--- src/rtl/cio_pkg.sv ---
package cio_pkg;

  // structure of the port array
  localparam int CIO_NPORT = 5;
  localparam int CIO_NCLK  = 6;
  localparam int CIO_NPIN  = 32;
  localparam int CIO_CNT_W = 16;
  localparam int CIO_AW    = 12;

  // per-port register window: port p at byte address p * 0x20
  localparam logic [11:0] CIO_PORT_END   = 12'h0A0;
  localparam logic [4:0]  CIO_OFF_CTRL   = 5'h00;
  localparam logic [4:0]  CIO_OFF_DATA   = 5'h04;
  localparam logic [4:0]  CIO_OFF_TIME   = 5'h08;
  localparam logic [4:0]  CIO_OFF_TSTAMP = 5'h0C;
  localparam logic [4:0]  CIO_OFF_COND   = 5'h10;
  localparam logic [4:0]  CIO_OFF_STAT   = 5'h14;

  // global registers
  localparam logic [11:0] CIO_OFF_LINK     = 12'h100;
  localparam logic [11:0] CIO_OFF_CLKDIV   = 12'h140;
  localparam logic [11:0] CIO_OFF_IRQ_STAT = 12'h180;
  localparam logic [11:0] CIO_OFF_IRQ_MASK = 12'h184;

  // pins that the inter-chip link takes over when enabled
  localparam logic [31:0] CIO_LINK_PIN_MASK = 32'h000000F0;
  // pin that may serve as an external clock source
  localparam int          CIO_CLK_PIN       = 0;

  // values after reset
  localparam logic [15:0] CIO_DIV_RST     = 16'h0000;
  localparam logic [2:0]  CIO_CLK_SEL_RST = 3'h0;
  localparam logic [15:0] CIO_CNT_RST     = 16'h0000;

  typedef enum logic [1:0] {
    CIO_COND_NONE,
    CIO_COND_EQ,
    CIO_COND_NE
  } cio_cond_type;

  typedef enum logic {
    CIO_EMPTY,
    CIO_FULL
  } cio_xfer_type;

  // port control word, bit 0 = enable
  typedef struct packed {
    logic [2:0]   clk_sel;
    logic         strb_out;
    logic         strb_in;
    cio_cond_type cond;
    logic         time_wait;
    logic         open_drain;
    logic         dir_out;
    logic         enable;
  } cio_cfg_type;

  typedef struct packed {
    logic        full;
    logic [15:0] count;
    logic [15:0] tstamp;
  } cio_stat_type;

  localparam cio_cfg_type CIO_CFG_RST = cio_cfg_type'({3'h0, 8'h00});

  function automatic int cio_port_width(input int p);
    case (p)
      0:       return 1;
      1:       return 4;
      2:       return 8;
      3:       return 16;
      default: return 32;
    endcase
  endfunction

  function automatic logic [31:0] cio_be_merge(input logic [31:0] old_v,
                                               input logic [31:0] new_v,
                                               input logic [3:0]  be);
    logic [31:0] r;
    r = old_v;
    for (int b = 0; b < 4; b++) begin
      if (be[b]) begin
        r[b*8 +: 8] = new_v[b*8 +: 8];
      end
    end
    return r;
  endfunction

endpackage

--- src/rtl/cio_port_top.sv ---
`timescale 1ns/1ps
// Functional notes
// - ports of width 1, 4, 8, 16 and 32 on fixed pin groups.
// - all pins of one port share one direction at any time.
// - port drives pins or samples them, optionally waiting for a condition.
// - every software write to a port completes within one cycle; reads take one wait cycle.
// - open-drain port drives low for zero and releases for one.
// - data moves through a serdes register plus a transfer register.
// - a 16-bit counter per port times pin transfers.
// - counter readable anytime; a programmed future value delays transfer.
// - each transfer captures the counter as a timestamp.
// - enabled inter-chip link disables ports on its shared pins.
// - an enabled narrower port overrides wider ports on shared pins.
// - unshared pins of a wider port remain usable by it.
// - a port always moves words of its nominal width.
// - six clock blocks; block 0 is reference, others programmable.
// - clock block may use an external 1-bit pin, optionally divided.
// - ports honour incoming ready strobe and may emit outgoing strobe.
// - after reset every port uses clock block 0.
// - pin-condition events go straight to the scheduler.
module cio_port_top
  import cio_pkg::*;
(
  // clock and reset
  input  wire logic        clk_in,
  input  wire logic        rst_b_in,
  // avalon-mm slave
  input  wire logic [11:0] avs_address_in,
  input  wire logic        avs_read_in,
  input  wire logic        avs_write_in,
  input  wire logic [31:0] avs_writedata_in,
  input  wire logic [3:0]  avs_byteenable_in,
  output logic      [31:0] avs_readdata_out,
  output logic             avs_waitrequest_out,
  // pins
  input  wire logic [31:0] pin_in,
  output logic      [31:0] pin_out,
  output logic      [31:0] pin_oe_b_out,
  // ready strobes, one per port
  input  wire logic [4:0]  strobe_in_handshake_in,
  output logic      [4:0]  strobe_out_handshake_out,
  // scheduler events and interrupt
  output logic      [4:0]  event_out,
  output logic             irq_out
);

  // register bank state
  cio_cfg_type  cfg_q [CIO_NPORT];
  cio_cfg_type  cfg_d [CIO_NPORT];
  logic         link_q, link_d;
  logic [15:0]  div_q [CIO_NCLK];
  logic [15:0]  div_d [CIO_NCLK];
  logic         ext_q [CIO_NCLK];
  logic         ext_d [CIO_NCLK];
  logic [4:0]   ist_q, ist_d;
  logic [4:0]   imask_q, imask_d;
  logic         irq_q, irq_d;
  logic         rd_done_q, rd_done_d;
  logic [31:0]  rdata_q, rdata_d;

  // clock block state
  logic [15:0]  cb_cnt_q [CIO_NCLK];
  logic [15:0]  cb_cnt_d [CIO_NCLK];
  logic [5:0]   cb_tick;
  logic         clk_pin_q;

  // synchronisers for pins and strobes
  logic [31:0]  pin_s1_q, pin_s2_q;
  logic [4:0]   stb_s1_q, stb_s2_q;

  // pin multiplexer
  logic [31:0]  pout_q, pout_d;
  logic [31:0]  poe_b_q, poe_b_d;
  logic [2:0]   owner [CIO_NPIN];
  logic [31:0]  port_pin_in [CIO_NPORT];
  logic [31:0]  port_pin_out [CIO_NPORT];

  // per-port views for the bus
  logic [31:0]  port_xfer [CIO_NPORT];
  logic [31:0]  port_cond [CIO_NPORT];
  cio_stat_type port_stat [CIO_NPORT];
  logic [4:0]   port_evt;
  logic [4:0]   port_stb;
  logic [4:0]   port_tick;

  // bus decode
  logic         in_ports;
  logic [2:0]   sel_port;
  logic [4:0]   sel_off;
  logic         wr_acc;
  logic         rd_acc;
  logic [31:0]  wmerged;
  logic [31:0]  ctl_merged;
  logic [4:0]   wr_data, wr_time, wr_cond, rd_pop;

  // owner of a pin: lowest enabled port covering it, 5 means nobody
  function automatic logic [2:0] pin_owner(input int         pin,
                                           input logic [4:0] en,
                                           input logic       link);
    logic [2:0] r;
    r = 3'h5;
    for (int p = CIO_NPORT - 1; p >= 0; p--) begin
      if (en[p] && pin < cio_port_width(p)) begin
        r = 3'(p);
      end
    end
    if (link && CIO_LINK_PIN_MASK[pin]) begin
      r = 3'h5;
    end
    return r;
  endfunction

  // two-flop synchronisers; the first stage feeds only the second
  always_ff @(posedge clk_in) begin
    if (!rst_b_in) begin
      pin_s1_q  <= 32'h00000000;
      pin_s2_q  <= 32'h00000000;
      stb_s1_q  <= 5'h00;
      stb_s2_q  <= 5'h00;
      clk_pin_q <= 1'b0;
    end else begin
      pin_s1_q  <= pin_in;
      pin_s2_q  <= pin_s1_q;
      stb_s1_q  <= strobe_in_handshake_in;
      stb_s2_q  <= stb_s1_q;
      clk_pin_q <= pin_s2_q[CIO_CLK_PIN];
    end
  end

  // clock blocks: block 0 ticks every reference cycle
  always_comb begin
    cb_tick     = 6'h00;
    cb_tick[0]  = 1'b1;
    cb_cnt_d[0] = CIO_CNT_RST;
    for (int k = 1; k < CIO_NCLK; k++) begin
      cb_cnt_d[k] = cb_cnt_q[k];
      if (!ext_q[k] || (pin_s2_q[CIO_CLK_PIN] && !clk_pin_q)) begin
        if (cb_cnt_q[k] >= div_q[k]) begin
          cb_cnt_d[k] = CIO_CNT_RST;
          cb_tick[k]  = 1'b1;
        end else begin
          cb_cnt_d[k] = cb_cnt_q[k] + 16'h0001;
        end
      end
    end
  end

  always_ff @(posedge clk_in) begin
    if (!rst_b_in) begin
      for (int k = 0; k < CIO_NCLK; k++) begin
        cb_cnt_q[k] <= CIO_CNT_RST;
      end
    end else begin
      for (int k = 0; k < CIO_NCLK; k++) begin
        cb_cnt_q[k] <= cb_cnt_d[k];
      end
    end
  end

  // bus decode; writes finish at once, reads take one wait cycle
  always_comb begin
    in_ports = avs_address_in < CIO_PORT_END;
    sel_port = avs_address_in[7:5];
    sel_off  = avs_address_in[4:0];
    wr_acc   = avs_write_in;
    rd_acc   = avs_read_in && !rd_done_q;
    wmerged  = cio_be_merge(32'h00000000, avs_writedata_in,
                            avs_byteenable_in);
    for (int p = 0; p < CIO_NPORT; p++) begin
      wr_data[p] = wr_acc && in_ports && sel_port == 3'(p) &&
                   sel_off == CIO_OFF_DATA;
      wr_time[p] = wr_acc && in_ports && sel_port == 3'(p) &&
                   sel_off == CIO_OFF_TIME;
      wr_cond[p] = wr_acc && in_ports && sel_port == 3'(p) &&
                   sel_off == CIO_OFF_COND;
      // reading input data empties the transfer register
      rd_pop[p]  = rd_acc && in_ports && sel_port == 3'(p) &&
                   sel_off == CIO_OFF_DATA;
    end
  end

  // register bank next values
  always_comb begin
    link_d    = link_q;
    ist_d     = ist_q;
    imask_d   = imask_q;
    rd_done_d = rd_acc;
    rdata_d   = rdata_q;
    ctl_merged = 32'h00000000;
    for (int p = 0; p < CIO_NPORT; p++) begin
      cfg_d[p] = cfg_q[p];
      if (wr_acc && in_ports && sel_port == 3'(p) &&
          sel_off == CIO_OFF_CTRL) begin
        ctl_merged = cio_be_merge(32'(cfg_q[p]), avs_writedata_in,
                                  avs_byteenable_in);
        cfg_d[p]   = cio_cfg_type'(ctl_merged[10:0]);
      end
    end
    for (int k = 0; k < CIO_NCLK; k++) begin
      div_d[k] = div_q[k];
      ext_d[k] = ext_q[k];
      if (k > 0 && wr_acc && avs_address_in == CIO_OFF_CLKDIV + 12'(4*k))
      begin
        div_d[k] = wmerged[15:0];
        ext_d[k] = wmerged[16];
      end
    end
    if (wr_acc && avs_address_in == CIO_OFF_LINK) begin
      link_d = wmerged[0];
    end
    if (wr_acc && avs_address_in == CIO_OFF_IRQ_MASK) begin
      imask_d = wmerged[4:0];
    end
    // write-one-to-clear, a same-cycle event wins
    if (wr_acc && avs_address_in == CIO_OFF_IRQ_STAT) begin
      ist_d = ist_d & ~wmerged[4:0];
    end
    ist_d = ist_d | port_evt;
    irq_d = |(ist_q & imask_q);
    // read mux, unmapped addresses read as zero
    if (rd_acc) begin
      rdata_d = 32'h00000000;
      if (in_ports && sel_port < 3'h5) begin
        case (sel_off)
          CIO_OFF_CTRL:   rdata_d = 32'(cfg_q[sel_port]);
          CIO_OFF_DATA:   rdata_d = port_xfer[sel_port];
          CIO_OFF_TIME:   rdata_d = 32'(port_stat[sel_port].count);
          CIO_OFF_TSTAMP: rdata_d = 32'(port_stat[sel_port].tstamp);
          CIO_OFF_COND:   rdata_d = port_cond[sel_port];
          CIO_OFF_STAT:   rdata_d = 32'(port_stat[sel_port].full);
          default:        rdata_d = 32'h00000000;
        endcase
      end else if (avs_address_in == CIO_OFF_LINK) begin
        rdata_d = 32'(link_q);
      end else if (avs_address_in == CIO_OFF_IRQ_STAT) begin
        rdata_d = 32'(ist_q);
      end else if (avs_address_in == CIO_OFF_IRQ_MASK) begin
        rdata_d = 32'(imask_q);
      end else begin
        for (int k = 1; k < CIO_NCLK; k++) begin
          if (avs_address_in == CIO_OFF_CLKDIV + 12'(4*k)) begin
            rdata_d = {15'h0000, ext_q[k], div_q[k]};
          end
        end
      end
    end
  end

  always_ff @(posedge clk_in) begin
    if (!rst_b_in) begin
      for (int p = 0; p < CIO_NPORT; p++) begin
        cfg_q[p] <= CIO_CFG_RST;
      end
      for (int k = 0; k < CIO_NCLK; k++) begin
        div_q[k] <= CIO_DIV_RST;
        ext_q[k] <= 1'b0;
      end
      link_q    <= 1'b0;
      ist_q     <= 5'h00;
      imask_q   <= 5'h00;
      irq_q     <= 1'b0;
      rd_done_q <= 1'b0;
      rdata_q   <= 32'h00000000;
    end else begin
      for (int p = 0; p < CIO_NPORT; p++) begin
        cfg_q[p] <= cfg_d[p];
      end
      for (int k = 0; k < CIO_NCLK; k++) begin
        div_q[k] <= div_d[k];
        ext_q[k] <= ext_d[k];
      end
      link_q    <= link_d;
      ist_q     <= ist_d;
      imask_q   <= imask_d;
      irq_q     <= irq_d;
      rd_done_q <= rd_done_d;
      rdata_q   <= rdata_d;
    end
  end

  // pin ownership and drive
  always_comb begin
    for (int p = 0; p < CIO_NPORT; p++) begin
      port_pin_in[p] = 32'h00000000;
    end
    for (int i = 0; i < CIO_NPIN; i++) begin
      // unshared pins stay with wider port
      owner[i]   = pin_owner(i, {cfg_q[4].enable, cfg_q[3].enable,
                                 cfg_q[2].enable, cfg_q[1].enable,
                                 cfg_q[0].enable}, link_q);
      pout_d[i]  = 1'b0;
      poe_b_d[i] = 1'b1;
      if (owner[i] < 3'h5) begin
        port_pin_in[owner[i]][i] = pin_s2_q[i];
        if (cfg_q[owner[i]].dir_out) begin
          if (cfg_q[owner[i]].open_drain) begin
            poe_b_d[i] = port_pin_out[owner[i]][i];
          end else begin
            pout_d[i]  = port_pin_out[owner[i]][i];
            poe_b_d[i] = 1'b0;
          end
        end
      end
    end
  end

  always_ff @(posedge clk_in) begin
    if (!rst_b_in) begin
      pout_q  <= 32'h00000000;
      poe_b_q <= 32'hFFFFFFFF;
    end else begin
      pout_q  <= pout_d;
      poe_b_q <= poe_b_d;
    end
  end

  for (genvar p = 0; p < CIO_NPORT; p++) begin : g_port
    localparam int PW = cio_port_width(p);
    logic [PW-1:0] po;
    logic [PW-1:0] px;
    logic [PW-1:0] pc;
    // port runs at selected block rate
    // selections past the last block never tick rather than go unknown
    assign port_tick[p] = (cfg_q[p].clk_sel < 3'(CIO_NCLK)) &&
                          cb_tick[cfg_q[p].clk_sel];

    cio_port_unit #(
      .W (PW)
    ) u_unit (
      .clk_in     (clk_in),
      .rst_b_in   (rst_b_in),
      .tick_in    (port_tick[p]),
      .cfg_in     (cfg_q[p]),
      .pins_in    (port_pin_in[p][PW-1:0]),
      .strobe_in  (stb_s2_q[p]),
      .pins_out   (po),
      .strobe_out (port_stb[p]),
      .wr_data_in (wr_data[p]),
      .wr_time_in (wr_time[p]),
      .wr_cond_in (wr_cond[p]),
      .rd_pop_in  (rd_pop[p]),
      .wdata_in   (wmerged),
      .xfer_out   (px),
      .cond_out   (pc),
      .stat_out   (port_stat[p]),
      .event_out  (port_evt[p])
    );

    assign port_pin_out[p] = 32'(po);
    assign port_xfer[p]    = 32'(px);
    assign port_cond[p]    = 32'(pc);
  end

  // outputs
  assign avs_waitrequest_out      = rd_acc;
  assign avs_readdata_out         = rdata_q;
  assign pin_out                  = pout_q;
  assign pin_oe_b_out             = poe_b_q;
  assign strobe_out_handshake_out = port_stb;
  assign event_out                = port_evt;
  assign irq_out                  = irq_q;

endmodule

--- src/rtl/cio_port_unit.sv ---
`timescale 1ns/1ps
module cio_port_unit
  import cio_pkg::*;
#(
  parameter int W = 1
) (
  // clock and reset
  input  wire logic         clk_in,
  input  wire logic         rst_b_in,
  // timing and configuration
  input  wire logic         tick_in,
  input  wire cio_cfg_type  cfg_in,
  // pin side
  input  wire logic [W-1:0] pins_in,
  input  wire logic         strobe_in,
  output logic      [W-1:0] pins_out,
  output logic              strobe_out,
  // software side
  input  wire logic         wr_data_in,
  input  wire logic         wr_time_in,
  input  wire logic         wr_cond_in,
  input  wire logic         rd_pop_in,
  input  wire logic [31:0]  wdata_in,
  output logic      [W-1:0] xfer_out,
  output logic      [W-1:0] cond_out,
  output cio_stat_type      stat_out,
  output logic              event_out
);

  logic [15:0]  cnt_q,  cnt_d;
  logic [15:0]  time_q, time_d;
  logic [15:0]  ts_q,   ts_d;
  logic [W-1:0] ser_q,  ser_d;
  logic [W-1:0] xfer_q, xfer_d;
  logic [W-1:0] cond_q, cond_d;
  cio_xfer_type st_q,   st_d;
  logic         strb_q, strb_d;
  logic         evt_q,  evt_d;
  logic         go;
  logic         cond_ok;

  // next-state of counter, serdes and transfer register
  always_comb begin
    cnt_d  = cnt_q;
    time_d = time_q;
    ts_d   = ts_q;
    ser_d  = ser_q;
    xfer_d = xfer_q;
    cond_d = cond_q;
    st_d   = st_q;
    strb_d = strb_q;
    evt_d  = 1'b0;
    if (tick_in) begin
      cnt_d = cnt_q + 16'h0001;
    end
    go = tick_in && cfg_in.enable &&
         (!cfg_in.time_wait || cnt_q == time_q) &&
         (!cfg_in.strb_in || strobe_in);
    case (cfg_in.cond)
      CIO_COND_NONE: cond_ok = 1'b1;
      CIO_COND_EQ:   cond_ok = (pins_in == cond_q);
      CIO_COND_NE:   cond_ok = (pins_in != cond_q);
      default:       cond_ok = 1'b0;
    endcase
    if (wr_time_in) begin
      time_d = wdata_in[15:0];
    end
    if (wr_cond_in) begin
      cond_d = wdata_in[W-1:0];
    end
    if (tick_in) begin
      strb_d = 1'b0; // outgoing strobe lasts one port tick
    end
    if (cfg_in.dir_out) begin
      if (st_q == CIO_FULL && go) begin
        ser_d  = xfer_q;
        st_d   = CIO_EMPTY;
        ts_d   = cnt_q;
        strb_d = cfg_in.strb_out;
      end
      if (wr_data_in) begin
        xfer_d = wdata_in[W-1:0];
        st_d   = CIO_FULL;
      end
    end else begin
      ser_d = pins_in;
      if (rd_pop_in) begin
        st_d = CIO_EMPTY;
      end
      // capture after the pop so a fresh word is never lost
      if (go && cond_ok) begin
        xfer_d = pins_in;
        st_d   = CIO_FULL;
        ts_d   = cnt_q;
        evt_d  = 1'b1;
      end
    end
  end

  // register stage
  always_ff @(posedge clk_in) begin
    if (!rst_b_in) begin
      cnt_q  <= CIO_CNT_RST;
      time_q <= CIO_CNT_RST;
      ts_q   <= CIO_CNT_RST;
      ser_q  <= '0;
      xfer_q <= '0;
      cond_q <= '0;
      st_q   <= CIO_EMPTY;
      strb_q <= 1'b0;
      evt_q  <= 1'b0;
    end else begin
      cnt_q  <= cnt_d;
      time_q <= time_d;
      ts_q   <= ts_d;
      ser_q  <= ser_d;
      xfer_q <= xfer_d;
      cond_q <= cond_d;
      st_q   <= st_d;
      strb_q <= strb_d;
      evt_q  <= evt_d;
    end
  end

  // outputs straight from flops
  assign pins_out   = ser_q;
  assign strobe_out = strb_q;
  assign xfer_out   = xfer_q;
  assign cond_out   = cond_q;
  assign event_out  = evt_q;
  assign stat_out   = '{full: st_q == CIO_FULL, count: cnt_q, tstamp: ts_q};

endmodule

--- config.mk ---
export PLATFORM = sky130hd
export DESIGN_NAME = cio_port_top
export DESIGN_NICKNAME = d
export VERILOG_FILES = /design/src/rtl/cio_pkg.sv /design/src/rtl/cio_port_top.sv /design/src/rtl/cio_port_unit.sv
export SDC_FILE = /design/constraint.sdc
export NUM_CORES = 2
export LEC_CHECK = 0
export ABC_AREA = 1
export ABC_CLOCK_PERIOD_IN_PS = 3150
export BUFFER_PORTS_ARGS = -buffer_cell sky130_fd_sc_hd__buf_2
export CORE_MARGIN = 5
export CORE_UTILIZATION = 50
export DETAILED_ROUTE_END_ITERATION = 6
export HOLD_SLACK_MARGIN = 0.15
export PLACE_DENSITY = 0.71
export SLEW_MARGIN = 20
export SYNTH_ARGS = -nofsm -noshare
export SYNTH_HDL_FRONTEND = slang
export SYNTH_SLANG_ARGS = --single-unit
--- constraint.sdc ---
create_clock -name clk_in -period 3.15 [get_ports clk_in]
set_input_delay 0.1575 -clock clk_in [delete_from_list [all_inputs] [get_ports clk_in]]
set_output_delay 0.1575 -clock clk_in [all_outputs]
set_load 0.02 [all_outputs]
# After elaboration in Yosys (flattened, before gate mapping)
# Memories as Yosys holds them, arrays and structs flattened.
# Index checks and enable logic that the tools add are counted.
# word_totals
reg_bits	622
memories	4
out_inout_bits	108
mem_bits_rw	253
inputBits	89
# op_classes
n_eq_ne	58
n_mux	374
n_bitwise	45
reduce_logical	164
order_cmp	33
n_addsub	10
# memory_table
memory	depth	width	rd	rd_clocked_by_memory_dff	write_ports	line_no	text
cb_cnt_q	6	16	5	0	6	cio_port_top.sv:62	logic [15:0] cb_cnt_q [CIO_NCLK];
div_q	6	16	5	0	6	cio_port_top.sv:51	logic [15:0] div_q [CIO_NCLK];
cfg_q	5	11	11	0	5	cio_port_top.sv:48	cio_cfg_type cfg_q [CIO_NPORT];
ext_q	6	1	5	0	6	cio_port_top.sv:53	logic ext_q [CIO_NCLK];
# op_table
cell	count
$bwmux 160	31
$mux 160	31
$demux 32 s3	32
$mux 16	50
$bmux 32 s3	7
$mux 32	19
$pmux 32 s6	1
$add 16x1->16 const B	10
$and 160x160->160	1
$mux 8	17
$mux 129	1
$mux 11	11
$mux 1	114
$bmux 33 s3	1
$eq 12x9->1 const B	8
$eq 16x16->1	6
$logic_and 1x1->1	83
$ge 16x16->1	5
$mux 33	2
$mux 17	3
$lt 3x3->1 const B	11
$mux 3	11
$eq 32x32->1	1
$mux 4	8
67 further kinds	220

# Depth between registers and ports, before layout
# An unclocked memory read counts as a cell.
# logic_depth
ltp_word	80
ltp_mapped	21
ltp_nobuf	20

# Modules after synthesis
# From an unflattened synthesis, not the netlist that was laid out.
# hier_totals
cells_unflattened	6361
hier_area_um2	42293.1
# by_module_without_submodules
mod	cells_per_inst	seq_area_each_um2	area_each_um2	instances
cio_port_top	3267	8087.8	21757.1	1
cio_port_unit (g_port[4].u_unit)	1037	2942.8	6799.0	1
cio_port_unit (g_port[3].u_unit)	704	1981.9	4662.0	1
cio_port_unit (g_port[2].u_unit)	518	1501.4	3454.6	1
cio_port_unit (g_port[1].u_unit)	443	1261.2	2946.6	1
cio_port_unit (g_port[0].u_unit)	392	1081.0	2673.8	1

# Worst setup path before layout
# OpenSTA, ideal clock, no wires.
# synth_timing
kind	input to register
startpoint	input port avs_address_in[7]
endpoint	memory div_q[2][0] (netlist: div_q[0][32]), enable pin
setup_time_ps	415
t_arrival_ps	2473
stages	8
required_time_ps	2735
setup_slack_ps	263
path_cell_list	inv_1 > nand2_1 > nor2_1 > nand2_1 > nor2_1 > nand2_1 > clkbuf_1 > o21ai_0
# synth_rtl
item	line_no	text
start: declaration	cio_port_top.sv:28	input wire logic [11:0] avs_address_in,
end: declaration	cio_port_top.sv:51	

==> impl_metrics.py <==
metrics = {
    "sta": {
        "worst_pin_slew_ps": 1013,
        "slew_headroom_pct": 31.77,
        "report.final.slew_viol_count": 0,
        "finalCritPeriodShare_pct": 94.26,
        "fin_tns_setup_ps": 0,
        "finalHoldViolations": 0,
        "post-route-min-period_ps": 2969,
        "clock.fmax_mhz": 336.8,
        "finalClockSkew_ps": 35.32,
        "rsz0062_at_grt": "false",
        "setup_viol": 0,
    },
    "yosys": {
        "yosys_warnings": 0,
        "synthCells": 5619,
        "async_reset_ff_share_pct": 0,
        "synth_edf_count": 68,
        "synth.cell_area_sq_um": 40560,
        "ys.flop_type": "dfxtp_1",
        "syn_area_per_cell_sq_um": 7.218,
        "ys_seq_area_share_pct": 43.24,
        "synth.distinct_cells": 58,
        "syn_nets": 5798,
        "synth-seq-cells": 842,
    },
    "global_routing": {
        "antenna_found_initial": 10,
        "grt_pass1_vias": 36770,
        "grt-ovfl-total": 0,
        "grt_pass1_wl_um": 225800,
        "grt_max_degree": 158,
        "gr-usage-all-layers_pct": 33.75,
    },
    "placed_design": {
        "placedCellCount": 6751,
        "place_hpwl_um": 110800,
        "placed_area_sq_um": 43250,
        "place_congestion": 1.038,
        "port_buffers": 196,
    },
    "clocking": {
        "cts_buffers": 90,
        "clk_latency_ps": 690,
        "htreeDepth": 3,
        "clk_path_buf_depth": 3,
        "cts-root-buf": "clkbuf_16",
        "cts_num_sinks": 842,
        "cts_tree": "built",
        "path_clk_slew_ps": 70,
    },
    "critical_path": {
        "r2r_setup_slack_ps": 180,
        "reg2reg_depth": 15,
        "r2r-start": "cfg_q[3][0]",
        "critical_path_class": "reg -> reg",
        "crit_path_end_kind": "flip-flop",
        "rr_endpoint": "g_port[4].u_unit.ts_q[9]",
        "critPathMaxFanout": 32,
        "crit_required_ps": 3700,
        "worstSetupStartpointType": "flip-flop",
        "cp.arrival_ps": 3520,
    },
    "pwr": {
        "total_power_uw": 23680,
        "cellLeakagePower_uw": 0.01990,
        "powerDensity_nw_per_um2": 498.5,
        "vdd_drop_max_v": 0.0004367,
    },
    "outcome": {
        "status": "finished, final reports clean",
    },
    "die": {
        "ioPinCount": 197,
        "rows": 104,
        "start_util_pct": 50.35,
        "die_w_um": 294.8,
        "die_h_um": 294.8,
        "core_area_sq_um": 80550,
        "die-area_sq_um": 86910,
    },
    "route": {
        "first_pass_iters": 6,
        "drtIter0Drc": 5310,
        "drc_errors": 0,
        "routed_wl_um": 152700,
        "vias": 40660,
        "wire_per_inst_um": 21.74,
        "via_per_inst": 5.789,
        "ant_nets": 0,
    },
    "cells_and_area": {
        "final_cell_mix": "nand2_1 (1027), dfxtp_1 (773), inv_1 (690)",
        "final_cell_area_sq_um": 47510,
        "area_delta_synth_final_pct": 17.14,
        "fin_util_pct": 58.98,
        "layout_commonest_cell": "nand2_1",
        "layout-drive-gt1-share_pct": 10.02,
        "fin_cells": 7023,
        "finalNetCount": 6060,
    },
    "worst_hold_path": {
        "hold_path_class": "in -> reg",
        "worst_hold_path.endpoint": "pin_s1_q[28]",
        "hp-start": "pin_in[28]",
        "hold_depth": 4,
    },
    "job": {
        "max_cap_viol_count": 0,
    },
}
## synthesized netlist by cell type, drive strengths merged (81+ instances only)
cell | n | area (sq um)
nand2 | 1040 | 3946
dfxtp | 774 | 15490
inv | 700 | 2628
a21oi | 595 | 2978
nor2 | 542 | 2080
o21ai | 462 | 2316
nand3 | 378 | 1929
clkbuf | 223 | 837.1
nor3 | 106 | 530.5
o22ai | 93 | 581.8
ha | 90 | 1126
buf | 81 | 455.4
## worst max path at each step
| stage | endpoint | cells past startpoint | start | slack (ps) |
|---|---|---|---|---|
| finish | g_port[4].u_unit.ts_q[9] | 15 | cfg_q[3][0] | 180 |
| global route | g_port[0].u_unit.ts_q[9] | 17 | div_q[0][25] | 10 |
| CTS | g_port[4].u_unit.pins_out[14] | 15 | div_q[0][31] | 50 |
| detailed placement | g_port[4].u_unit.pins_out[15] | 15 | div_q[0][31] | 110 |
| global placement | g_port[4].u_unit.pins_out[15] | 15 | div_q[0][31] | 160 |
| floorplan | div_q[0][32] | 8 | avs_address_in[7] | 260 |
## per-stage QoR
stage	setup slack, ps	hold WS (ps)
2_1_floorplan	262.8	255.1
3_3_place_gp	162.2	337.8
3_5_place_dp	108.9	343.1
4_1_cts	50.93	163.6
5_1_grt	13.49	211.2
6_report	180.7	206.6
## area by class of cell
| cell class | instances | area (sq um) |
|---|---|---|
| antenna | 6 | 15.01 |
| clock buffer | 125 | 2625 |
| clock inverter | 43 | 591.8 |
| fill | 7427 | 33040 |
| inverter | 708 | 2670 |
| multi-input combinational | 3765 | 19120 |
| sequential | 842 | 17540 |
| tap | 1060 | 1326 |
| timing repair buffer | 474 | 3618 |
## critical path: stages, from the launching register on
cell	delay [ps]
dfxtp_1	330
buf_4	170
nor2_4	140
buf_4	180
nand3_1	190
nor2_1	190
nor2_1	60
nor2_1	260
nand3_1	110
nor2_1	210
a21oi_1	100
nor2_1	210
nand3_4	200
buf_12	240
a21oi_1	170
nor2_1	60
## kinds of logic after synthesis
logic type	after synthesis	share of synthesized area [%]
AOI/OAI and AO/OA	1349	18.40
buffers and inverters	1012	9.740
and+or+nand+nor	2200	23.12
adders and majority gates	90	2.777
DFF	842	43.24
xor gates and xnor gates	126	2.721
## report_power, final
part	switching [uW]	leakage, uW	internal, uW
Sequential	111	0.00691	10900
Combinational	830	0.0114	336
Clock	4690	0.00159	6780
Total	5630	0.0199	18000
## sequential cells by signal, indices dropped and copies added (netlist names), 5 cells and up
name / cells
cb_cnt_q: 80
div_q: 80
g_port.u_unit.cnt_q: 80
g_port.u_unit.time_q: 80
g_port.u_unit.ts_q: 80
g_port.u_unit.cond_out: 61
g_port.u_unit.pins_out: 61
g_port.u_unit.xfer_out: 61
cfg_q: 55
avs_readdata_out: 32
pin_oe_b_out: 32
pin_out: 32
pin_s1_q: 32
pin_s2_q: 32
ext_q: 5
g_port.u_unit.event_out: 5
g_port.u_unit.st_q: 5
g_port.u_unit.strobe_out: 5
imask_q: 5
ist_q: 5
stb_s1_q: 5
stb_s2_q: 5
## layer usage
layer	GRT usage [%]	wire, um
met1	47.34	62400
met2	48.72	62830
met3	9.012	19060
met4	15.27	8309
met5	0	47
## timing repair
item | CTS | global route
buffers inserted | 0 | 3
hold buffers | 95 | 0
gates resized for setup | 0 | 13
endpoints found under the hold margin | 252 | 0
endpoints found under the setup margin | 0 | 214
Note: power is estimated with default switching activity, not from simulation.
